===== src/design/rim_map.svh =====
/*
  Constants for the radio interrupt line mapping block.
  Assumes a 50 MHz system clock; included by bare name.
*/
`ifndef RIM_MAP_SVH
`define RIM_MAP_SVH
// line numbers, which are also inherent priorities
`define RIM_NUM_LINES 21
`define RIM_LINE_WAKE 0
`define RIM_LINE_RADIO 1
`define RIM_LINE_SER1 2
`define RIM_LINE_SER2 3
`define RIM_LINE_EXT 4
// sources merged onto the combined radio line
`define RIM_NUM_SRC 9
`define RIM_SRC_FINE 0
`define RIM_SRC_GROSS 1
`define RIM_SRC_TICK 2
`define RIM_SRC_SLEEP 3
`define RIM_SRC_ERR 4
`define RIM_SRC_RX 5
`define RIM_SRC_EVT 6
`define RIM_SRC_CRYPT 7
`define RIM_SRC_SW 8
// timing
`define RIM_CLK_PERIOD_NS 20
`define RIM_BASE_PERIOD_NS 625000
`define RIM_BASE_CYCLES ((`RIM_BASE_PERIOD_NS + `RIM_CLK_PERIOD_NS - 1) / `RIM_CLK_PERIOD_NS)
`define RIM_GROSS_DIV 16
`define RIM_GROSS_PRE_W 4
`define RIM_TIMER_W 16
`endif


===== src/design/rim_pkg.sv =====
/*
  Types for the radio interrupt line mapping block.
  Assumes rim_map.svh is on the include path.
*/
`include "rim_map.svh"
package rim_pkg;
  // one-cycle event pulses from the radio baseband
  typedef struct packed {
    logic lowpower_wake;
    logic error;
    logic rx;
    logic event_end;
    logic crypto_done;
  } rim_radio_evt_t;
  typedef logic [`RIM_NUM_SRC-1:0] rim_src_vec_t;
  typedef logic [`RIM_NUM_LINES-1:0] rim_line_vec_t;
endpackage


===== src/design/rim_irq_map.sv =====
/*
  Radio interrupt line mapping: sticky radio sources, base tick,
  fine and gross target timers, line vector and wake request.
  Assumes every input except arst_n is synchronous to clk and that event
  inputs are one-cycle pulses.
*/
`timescale 1ns/10ps
`default_nettype none
`include "rim_map.svh"
module rim_irq_map
  import rim_pkg::*;
#(
  parameter int BASE_TICK_CYCLES = `RIM_BASE_CYCLES,
  parameter int TIMER_W = `RIM_TIMER_W
) (
  input wire logic clk,
  input wire logic arst_n,
  input wire rim_radio_evt_t radio_evt,
  input wire logic sw_request,
  input wire logic radio_active,
  input wire logic fine_load,
  input wire logic [TIMER_W-1:0] fine_value,
  input wire logic gross_load,
  input wire logic [TIMER_W-1:0] gross_value,
  input wire rim_src_vec_t src_clear,
  input wire logic wake_clear,
  input wire logic serial1_irq,
  input wire logic serial2_irq,
  input wire logic [`RIM_NUM_LINES-`RIM_LINE_EXT-1:0] ext_irq,
  input wire logic core_sleeping,
  output var rim_line_vec_t irq_line_q,
  output var rim_src_vec_t pend_q,
  output var logic base_tick_q,
  output var logic wake_req_q
);

  localparam int CNT_W = $clog2(BASE_TICK_CYCLES + 1);
  localparam logic [CNT_W-1:0] TICK_LAST =
    CNT_W'(BASE_TICK_CYCLES - 1);
  localparam logic [`RIM_GROSS_PRE_W-1:0] PRE_LAST =
    `RIM_GROSS_PRE_W'(`RIM_GROSS_DIV - 1);

  // refuse settings the counters cannot serve
  if (BASE_TICK_CYCLES < 2 || TIMER_W < 2) begin : g_chk
    $error("rim_irq_map: unsupported parameter values");
  end

  //**********************************************************
  // base time tick
  //**********************************************************
  logic [CNT_W-1:0] tick_cnt_q;
  logic act_prev_q;
  logic sleep_end_q;

  // counter held at zero in sleep so the first tick after wake
  // lands one full period later, never a short one
  always_ff @(posedge clk or negedge arst_n) begin
    if (!arst_n) begin
      tick_cnt_q <= '0;
      base_tick_q <= 1'b0;
    end else if (!radio_active) begin
      tick_cnt_q <= '0;
      base_tick_q <= 1'b0;
    end else if (tick_cnt_q == TICK_LAST) begin
      tick_cnt_q <= '0;
      base_tick_q <= 1'b1;
    end else begin
      tick_cnt_q <= tick_cnt_q + CNT_W'(1);
      base_tick_q <= 1'b0;
    end
  end

  // leaving sleep is the rising edge of radio_active
  always_ff @(posedge clk or negedge arst_n) begin
    if (!arst_n) begin
      act_prev_q <= 1'b0;
      sleep_end_q <= 1'b0;
    end else begin
      act_prev_q <= radio_active;
      sleep_end_q <= radio_active & ~act_prev_q;
    end
  end

  //**********************************************************
  // fine target timer
  //**********************************************************
  logic [TIMER_W-1:0] fine_cnt_q;
  logic fine_run_q;
  logic fine_exp_q;

  // counts base ticks; a load of zero expires on the next tick
  always_ff @(posedge clk or negedge arst_n) begin
    if (!arst_n) begin
      fine_cnt_q <= '0;
      fine_run_q <= 1'b0;
      fine_exp_q <= 1'b0;
    end else if (fine_load) begin
      fine_cnt_q <= fine_value;
      fine_run_q <= 1'b1;
      fine_exp_q <= 1'b0;
    end else if (fine_run_q && base_tick_q) begin
      if (fine_cnt_q <= TIMER_W'(1)) begin
        fine_cnt_q <= '0;
        fine_run_q <= 1'b0;
        fine_exp_q <= 1'b1;
      end else begin
        fine_cnt_q <= fine_cnt_q - TIMER_W'(1);
        fine_exp_q <= 1'b0;
      end
    end else begin
      fine_exp_q <= 1'b0;
    end
  end

  //**********************************************************
  // gross target timer
  //**********************************************************
  logic [TIMER_W-1:0] gross_cnt_q;
  logic [`RIM_GROSS_PRE_W-1:0] gross_pre_q;
  logic gross_run_q;
  logic gross_exp_q;
  logic gross_step;

  // one gross step per sixteen base ticks
  assign gross_step = base_tick_q && (gross_pre_q == PRE_LAST);

  // prescaler restarts on load so the first step is whole
  always_ff @(posedge clk or negedge arst_n) begin
    if (!arst_n) begin
      gross_pre_q <= '0;
    end else if (gross_load) begin
      gross_pre_q <= '0;
    end else if (gross_run_q && base_tick_q) begin
      gross_pre_q <= gross_pre_q + `RIM_GROSS_PRE_W'(1);
    end
  end

  always_ff @(posedge clk or negedge arst_n) begin
    if (!arst_n) begin
      gross_cnt_q <= '0;
      gross_run_q <= 1'b0;
      gross_exp_q <= 1'b0;
    end else if (gross_load) begin
      gross_cnt_q <= gross_value;
      gross_run_q <= 1'b1;
      gross_exp_q <= 1'b0;
    end else if (gross_run_q && gross_step) begin
      if (gross_cnt_q <= TIMER_W'(1)) begin
        gross_cnt_q <= '0;
        gross_run_q <= 1'b0;
        gross_exp_q <= 1'b1;
      end else begin
        gross_cnt_q <= gross_cnt_q - TIMER_W'(1);
        gross_exp_q <= 1'b0;
      end
    end else begin
      gross_exp_q <= 1'b0;
    end
  end

  //**********************************************************
  // sticky radio sources
  //**********************************************************
  rim_src_vec_t src_set;
  logic wake_pend_q;

  // gather the nine event pulses into one vector
  always_comb begin
    src_set = '0;
    src_set[`RIM_SRC_FINE] = fine_exp_q;
    src_set[`RIM_SRC_GROSS] = gross_exp_q;
    src_set[`RIM_SRC_TICK] = base_tick_q;
    src_set[`RIM_SRC_SLEEP] = sleep_end_q;
    src_set[`RIM_SRC_ERR] = radio_evt.error;
    src_set[`RIM_SRC_RX] = radio_evt.rx;
    src_set[`RIM_SRC_EVT] = radio_evt.event_end;
    src_set[`RIM_SRC_CRYPT] = radio_evt.crypto_done;
    src_set[`RIM_SRC_SW] = sw_request;
  end

  // a set in the clearing cycle wins, so no event is lost
  for (genvar i = 0; i < `RIM_NUM_SRC; i++) begin : g_pend
    always_ff @(posedge clk or negedge arst_n) begin
      if (!arst_n) begin
        pend_q[i] <= 1'b0;
      end else begin
        pend_q[i] <= src_set[i] | (pend_q[i] & ~src_clear[i]);
      end
    end
  end

  // extended sleep wake is held until acknowledged
  always_ff @(posedge clk or negedge arst_n) begin
    if (!arst_n) begin
      wake_pend_q <= 1'b0;
    end else begin
      wake_pend_q <= radio_evt.lowpower_wake
        | (wake_pend_q & ~wake_clear);
    end
  end

  //**********************************************************
  // line vector and wake request
  //**********************************************************
  rim_line_vec_t line_d;

  // lines 2 and up are levels from their owners, passed through
  always_comb begin
    line_d = '0;
    line_d[`RIM_LINE_WAKE] = wake_pend_q;
    line_d[`RIM_LINE_RADIO] = |pend_q;
    line_d[`RIM_LINE_SER1] = serial1_irq;
    line_d[`RIM_LINE_SER2] = serial2_irq;
    line_d[`RIM_NUM_LINES-1:`RIM_LINE_EXT] = ext_irq;
  end

  // priority is left to the core controller, which ranks by number
  always_ff @(posedge clk or negedge arst_n) begin
    if (!arst_n) begin
      irq_line_q <= '0;
    end else begin
      irq_line_q <= line_d;
    end
  end

  // raised from the same vector so the core never misses a line
  always_ff @(posedge clk or negedge arst_n) begin
    if (!arst_n) begin
      wake_req_q <= 1'b0;
    end else begin
      wake_req_q <= core_sleeping & (|line_d);
    end
  end

  //**********************************************************
  // assertions
  //**********************************************************
  logic pend_any;
  assign pend_any = |pend_q;
endmodule
`default_nettype wire


===== config.mk =====
export PLATFORM = sky130hd
export DESIGN_NAME = rim_irq_map
export DESIGN_NICKNAME = d
export VERILOG_FILES = /design/src/design/rim_pkg.sv /design/src/design/rim_irq_map.sv
export VERILOG_INCLUDE_DIRS = /design/src /design/src/design
export SDC_FILE = /design/constraint.sdc
export NUM_CORES = 1
export LEC_CHECK = 0
export ABC_AREA = 0
export BUFFER_PORTS_ARGS = -buffer_cell sky130_fd_sc_hd__clkbuf_2
export CORE_ASPECT_RATIO = 1.5
export CORE_UTILIZATION = 48
export CTS_CLUSTER_SIZE = 28
export DETAILED_ROUTE_END_ITERATION = 10
export PLACE_DENSITY_LB_ADDON = 0.3
export SYNTH_ARGS = -nofsm -noshare
export SYNTH_HDL_FRONTEND = slang
export SYNTH_SLANG_ARGS = --single-unit

===== constraint.sdc =====
create_clock -name clk -period 1.9 [get_ports clk]
set_input_delay 0.19 -clock clk [delete_from_list [all_inputs] [get_ports clk]]
set_output_delay 0.19 -clock clk [all_outputs]
set_load 0.005 [all_outputs]

Word-level counts from Yosys, hierarchy flattened. Index checks and enable logic that the tools add are counted. Widths: inputs -> output; s select.

Register bits: 90. Bits in latches: 0. Bits in writable memories: 0. Memory bits (read-only): 0. Output and inout bits: 32. Logic and storage cells: 101. Memories: 0.

$add $sub $neg: 4. Multipliers: 0. Div/mod/pow operators: 0. $lt $le $gt $ge: 2. Equal/unequal tests: 2. Shifts and indexed selects: 0. Multiplexer cells: 24. Bitwise operators: 33. Reduce and logical (&&, ||, !) cells: 13.

Operator list (number): $mux 16 (6); $le 16x1->1 const B (2); $sub 16x1->16 const B (2); $mux 15 (2); $reduce_or 29->1 (1); $add 15x1->15 const B (1); $eq 15x15->1 const B (1); $mux 1 (14); $and 1x1->1 (12); $not 1->1 (11); $or 1x1->1 (10); $reduce_bool 2->1 (5); $reduce_or 9->1 (1); $mux 4 (2); $add 4x1->4 const B (1); $eq 4x4->1 const B (1); $logic_and 1x1->1 (4); $reduce_and 2->1 (2).

Depth between registers and ports, before layout. Gate-level depths: netlist of the first run.

Word-level depth: 5. Depth in mapped cells: 7. Gate-level depth less buffers: 6.

Worst setup path after synthesis of the first run. Ideal clock, no wire load.

Path kind: flip-flop to flip-flop. Start: register gross_cnt_q[6]. End: register gross_cnt_q[15]. Library setup time: 0.141 ns. Data arrival time: 1.786 ns. Data required time: 1.759 ns. Path slack: -0.027 ns. Cell stages (with the launch flop): 6. Path buffers: 1. Period minus slack after synthesis: 1.927 ns. Path through: dfrtp_1 > or4_4 > buf_6 > or4_4 > o31ai_2 > a31oi_1.

Cells in the longest elaborated chain, start to end: 4. Elaborated cells on any way between the ends: 5.

RTL lines: start, declared (RTL line rim_irq_map.sv:118) `logic [TIMER_W-1:0] gross_cnt_q;`; start signal, assigned (RTL line rim_irq_map.sv:144) `gross_cnt_q <= gross_value;`; start signal, assigned (RTL line rim_irq_map.sv:153) `gross_cnt_q <= gross_cnt_q - TIMER_W'(1);`; $sub 16x1->16 / $le 16x1->1 (equally long branches) (RTL line rim_irq_map.sv:153, rim_irq_map.sv:148); $mux 16 * (RTL line rim_irq_map.sv:148) `if (gross_cnt_q <= TIMER_W'(1)) begin`; $mux 16 * (RTL line rim_irq_map.sv:147) `end else if (gross_run_q && gross_step) begin`; $mux 16 * (RTL line rim_irq_map.sv:143) `end else if (gross_load) begin`.

Mark *: on every way between the ends. The rest lies on a longest branch, timed or not. The select of a mux whose other input is x is not followed. A chain may end at the register's enable or synchronous reset.

Worst setup path after layout of the first run.
Start: register gross_cnt_q[7]. End: register gross_cnt_q[15].

The elaborated chain is that of the path after synthesis.

==> qor.yml, run 1 <==
global_routing:
  grt_pass1_wl_um: 19150
  grt_usage_pct: 25.87
  grt_pass1_vias: 4212
  antenna_found_initial: 0
  overflow: 0
  grt_max_degree: 47
clock_network:
  cts-buffers-inserted: 9
  cts_tree: "done"
  cts.sinks: 90
  h-tree-depth: 3
  root_buffer: "clkbuf_16"
  cts_buffer_depth: 2
  clkLatencyLatePin_ns: 0.34
  clk_pin_slew_ns: 0.07
min_path:
  worstHoldStart: "radio_active"
  holdPathEnd: "act_prev_q"
  hold_path_depth: 1
  hold_class: "in -> reg"
cells_and_area:
  drive_above_1_share_pct: 31.41
  num-nets-final: 683
  finalNonFillerCells: 718
  num_antenna_cells: 0
  fillers: 689
  final_core_util_pct: 67.15
  fin_area_um2: 5928
  area_delta_synth_final_pct: 35.18
yosys:
  netlist_top_cells_count: "dfrtp_1 (90), nor2_1 (40), inv_1 (27)"
  ys_seq_elements: 90
  syn_area_um2: 4385
  async_flop_share_pct: 100.0
  yosys_warnings: 0
  synth_area_leader_cell: "dfrtp_1"
  netlist_instances: 445
  yosysTopAreaCellShare_pct: 51.36
  synth_top_flop_cell: "dfrtp_1"
  synthMostInstantiatedCell: "dfrtp_1"
  ys_types: 49
  synth_edf_count: 0
  seq_area_frac_synth_pct: 51.36
  synthTopCellsByArea: "dfrtp_1 (51%), nor2_1 (3.4%), nor4_1 (2.9%), o31ai_1 (2.4%), inv_1 (2.3%)"
  syn_avg_cell_area_um2: 9.855
  syn_nets: 525
power:
  total_power_mw: 4.545
  p_leak_nw: 2.654
  ir_drop_v: 0.0005151
  power_density_nw_per_um2: 766.6
sta:
  fin_crit_sh_pct: 98.88
  timing.fmax_ghz: 0.5323
  period_minus_slack_ns: 1.879
  fin_hold_ws_ns: 0.005913
  fin_skew_ns: 0.004537
  rsz0062_at_grt: "true"
  worst_slack_ns: 0.02127
  relSlewSlack_pct: 67.92
  slew_viol_final: 0
  fin_setup_tns_ns: 0
  hold_viol_final: 0
  tightest_slew_ns: 0.4768
  finalSetupViolCount: 0
place:
  post-place-ws_ns: -0.001846
  hpwl_um: 8208
  numPortBuffers: 104
  place_area_um2: 5304
  gp_congestion: 0.9264
  dp.cells: 680
drt:
  drtAntennaViolNets: 0
  via_per_inst: 5.787
  drt_iter0_drc: 240
  drc_errors: 0
  drt-total-wl_um: 11820
  routedWlPerCell_um: 16.47
  first_pass_iters: 4
  vias: 4155
setup_path:
  path_max_fanout: 3
  reg2reg_setup_slack_ns: 0.02
  worstPathCellList: "or4_4, or4_4, o31ai_4, a31oi_1"
  worst_ep_arrival_time_ns: 2.10
  cp_num_buf_inv: 0
  required_ns: 2.12
  cp-start-kind: "flip-flop"
  r2r_start: "gross_cnt_q[7]"
  r2r_cells: 4
  worst_path_largest_cell_delay_ns: 0.55
  r2r-end: "gross_cnt_q[15]"
  end_kind: "flip-flop"
  slowest_stage: "or4_4"
  cp_top_family: "simple AND/OR/NAND/NOR gates"
  worstSetupPathType: "reg -> reg"
  crit_top_cell: "or4_4"
status:
  outcome: "finished, final reports clean"
floorplanning:
  row_count: 42
  core_um2: 8828
  initial_core_util_pct: 49.67
  dieArea_um2: 9531
  io_pins: 105
  die_x_um: 80.05
  die_h_um: 119.1
run:
  cap_violations: 0
-- power by group --
group	switching (mW)	internal (mW)
Combinational	0.269	0.272
Sequential	0.0950	2.02
Clock	0.806	1.09
-- state kept, by name (all words and copies together), names as in the netlist --
name,flops
gross_cnt_q,16
fine_cnt_q,16
gross_run_q,1
wake_req_q,1
gross_exp_q,1
base_tick_q,1
fine_run_q,1
sleep_end_q,1
gross_pre_q,4
wake_pend_q,1
act_prev_q,1
tick_cnt_q,15
fine_exp_q,1
irq_line_q,21
pend_q,9
-- cells by family (layout without fill, tap and decap cells) --
group                      after synthesis  after routing  synth area share, %
AOI/OAI and AO/OA                      110            110                17.72
xor gates and xnor gates                19             19                3.795
adders and majority gates                7              7                1.997
buffers and inverters                   52            215                4.736
DFF                                     90             90                51.36
and+or+nand+nor                        167            167                20.40
-- layer usage --
metal	up-vias	routed length (µm)	GRT usage [%]
met5	-	0	0
met4	0	404	12.50
met3	39	578	6.590
met2	147	6380	45.25
met1	2011	4460	28.51
li1	1958	-	-
-- how the worst max path moves through the flow --
stage,slack [ns],start,depth (start not counted),end
finish,0.02,gross_cnt_q[7],4,gross_cnt_q[15]
CTS,0.01,gross_cnt_q[7],4,gross_cnt_q[15]
detailed placement,-0.002,fine_cnt_q[1],6,fine_cnt_q[8]
floorplan,-0.03,gross_cnt_q[6],5,gross_cnt_q[15]
global placement,0.07,gross_cnt_q[7],4,gross_cnt_q[13]
global route,-0.1,gross_cnt_q[0],8,gross_cnt_q[10]
-- placed cells by master (no fill, tap or decap), types with 12 or more instances in the layout --
cell           count
nor3_1            13
dlygate4sd3_1     20
inv_1             27
dfrtp_1           90
o31ai_1           12
nand2_1           25
nor4_1            14
clkbuf_2         103
a21oi_1           17
nor2_1            40
nand3_1           18
o21ai_0           16
buf_4             48
-- worst reg2reg max path, stage by stage, from the launching register on --
cell     delay (ns)
dfrtp_1        0.38
or4_4          0.55
or4_4          0.54
o31ai_4        0.19
a31oi_1        0.10
-- what timing repair did --
action,in CTS,in global routing
hold buffers,20,0
resized for setup,1,19
setup endpoints to repair,1,21
setup buffers,0,2
endpoints found under the hold margin,38,0
pin swaps,0,3
-- layout make-up --
type	instances	area (µm²)	share of cell area [%]
Clock buffer	10	239.0	4.031
Multi-Input combinational cell	303	2023	34.13
Clock inverter	6	78.83	1.330
Inverter	27	101.3	1.710
Tap cell	110	137.6	2.322
Timing Repair Buffer	172	1096	18.49
Sequential cell	90	2252	37.99
Note: power is estimated with default switching activity, not from simulation.
==> run 2: changes to the inputs <==
- CORE_ASPECT_RATIO: 1.5 -> 1.4
==> run 2 against run 1 <==
Via count is essentially flat. Clock power rose by 6%. Register-to-register slack about the same. Global-route usage grew 1.2 points. Worst hold slack improved by 0.0065 ns.
==> qor.yml, run 2 (synthesis results as in run 1) <==
global_routing:
  overflow: 0
  antenna_found_initial: 0
  grt_usage_pct: 27.06
  grt_max_degree: 43
  grt_pass1_vias: 4281
  grt_pass1_wl_um: 19480
sta:
  slew_viol_final: 0
  worst_slack_ns: 0.01514
  rsz0062_at_grt: "true"
  finalSetupViolCount: 0
  timing.fmax_ghz: 0.5305
  fin_hold_ws_ns: 0.01237
  fin_skew_ns: 0.006498
  relSlewSlack_pct: 63.24
  hold_viol_final: 0
  tightest_slew_ns: 0.5514
  period_minus_slack_ns: 1.885
  fin_crit_sh_pct: 99.20
cells_and_area:
  num-nets-final: 683
  final_cell_mix: "clkbuf_2 (103), dfrtp_1 (90), buf_4 (48)"
  register_area_um2: 2252
  fin_area_um2: 5913
  drive_above_1_share_pct: 30.92
  largest_register_ffs: 21
  num_antenna_cells: 0
  final_core_util_pct: 67.90
  biggestRegsByFlops: "irq_line_q (21), fine_cnt_q (16), gross_cnt_q (16)"
  layout_commonest_cell: "clkbuf_2"
  area_delta_synth_final_pct: 34.84
  fillers: 720
  multiInputGateArea_um2: 1998
  top_register: "irq_line_q"
place:
  numPortBuffers: 104
  post-place-ws_ns: 0.008888
  hpwl_um: 8276
  gp_congestion: 0.8989
  place_area_um2: 5313
min_path:
  hold_class: "in -> reg"
setup_path:
  required_ns: 2.13
  worst_ep_arrival_time_ns: 2.11
  path_max_fanout: 3
  worstSetupPathType: "reg -> reg"
  cp-start-kind: "flip-flop"
  end_kind: "flip-flop"
power:
  p_sw_share_pct: 24.98
  p_clk_share_pct: 43.2
  combPwrFrac_pct: 11.5
  total_power_mw: 4.657
  p_leak_nw: 2.663
  p_sw_mw: 1.163
  ir_drop_v: 0.0006885
  p_seq_share_pct: 45.3
  power_density_nw_per_um2: 787.5
  intPower_mw: 3.493
run:
  cap_violations: 0
clock_network:
  clk_pin_slew_ns: 0.07
  h-tree-depth: 3
  root_buffer: "clkbuf_16"
  cts_tree: "done"
  clkLatencyLatePin_ns: 0.35
  cts-buffers-inserted: 9
  cts_buffer_depth: 2
  cts_setup_buffers: 0
  cts.sinks: 90
drt:
  drt_iter0_drc: 173
  vias: 4151
  drtAntennaViolNets: 0
  via_per_inst: 5.822
  drc_errors: 0
  drt-total-wl_um: 11900
  routedWlPerCell_um: 16.69
  first_pass_iters: 5
floorplanning:
  die_h_um: 115.1
  die_x_um: 82.79
  row_count: 40
  dieArea_um2: 9528
  io_pins: 105
  core_um2: 8708
  initial_core_util_pct: 50.36
status:
  outcome: "finished, final reports clean"
-- run 2: changes by cell type in the layout (fill, tap and decap cells not counted), sizes merged --
cell,previous run,this run
bufinv,1,2
inv,31,30
-- run 2: critical path: stages, from the launching register on --
cell,delay (ns)
dfrtp_1,0.38
or4_4,0.54
or4_4,0.53
o31ai_2,0.23
a2bb2oi_1,0.09
-- run 2: layout make-up --
type                    instances  area share [%]
inverters                      27           1.714
well taps                     105           2.222
clock buffers                  10           4.041
clock inverters                 6           1.608
multi-input cells             303           33.79
flip-flops and latches         90           38.09
repair buffers                172           18.54
-- run 2: timing repair --
action / CTS / global route
endpoints found under the hold margin: 59 / 0
pin swaps: 0 / 1
hold buffers: 20 / 0
gates resized for setup: 1 / 13
endpoints found under the setup margin: 1 / 13
-- run 2: worst paths after layout --
path	start	endpoint	slack (ns)	depth (start not counted)
setup / recovery	gross_cnt_q[0]	gross_cnt_q[13]	0.02	4
hold reg to reg	act_prev_q	sleep_end_q	0.40	1
min in group asynchronous	arst_n	irq_line_q[0]	0.38	2
hold / removal	radio_active	act_prev_q	0.01	1
max in group asynchronous	arst_n	base_tick_q	0.91	3
setup reg to reg	gross_cnt_q[0]	gross_cnt_q[13]	0.02	4
-- run 2: per-stage QoR --
stage                     setup TNS (ns)  cells
final                                  0    713
after detailed placement               0    677
after global routing            -0.08021    713
after CTS                              0    713
after global placement                 0    677
after floorplan                 -0.04470    445
-- run 2: power groups by stage --
stage          clock network (mW)  registers, mW  logic (mW)
2_1_floorplan                   0           2.13       0.215
3_3_place_gp                    0           2.13       0.478
3_5_place_dp                    0           2.14       0.492
4_1_cts                      2.03           2.10       0.530
5_1_grt                      2.11           2.12       0.597
6_report                     2.01           2.11       0.538
-- run 2: metal layers --
layer  global-route usage (%)  wire length (µm)  vias to the layer above
met5                        0                 0                        -
met4                    14.02               377                        0
met3                    4.921               634                       32
met2                    48.36              6368                      150
met1                    29.68              4523                     2013
li1                         -                 -                     1956
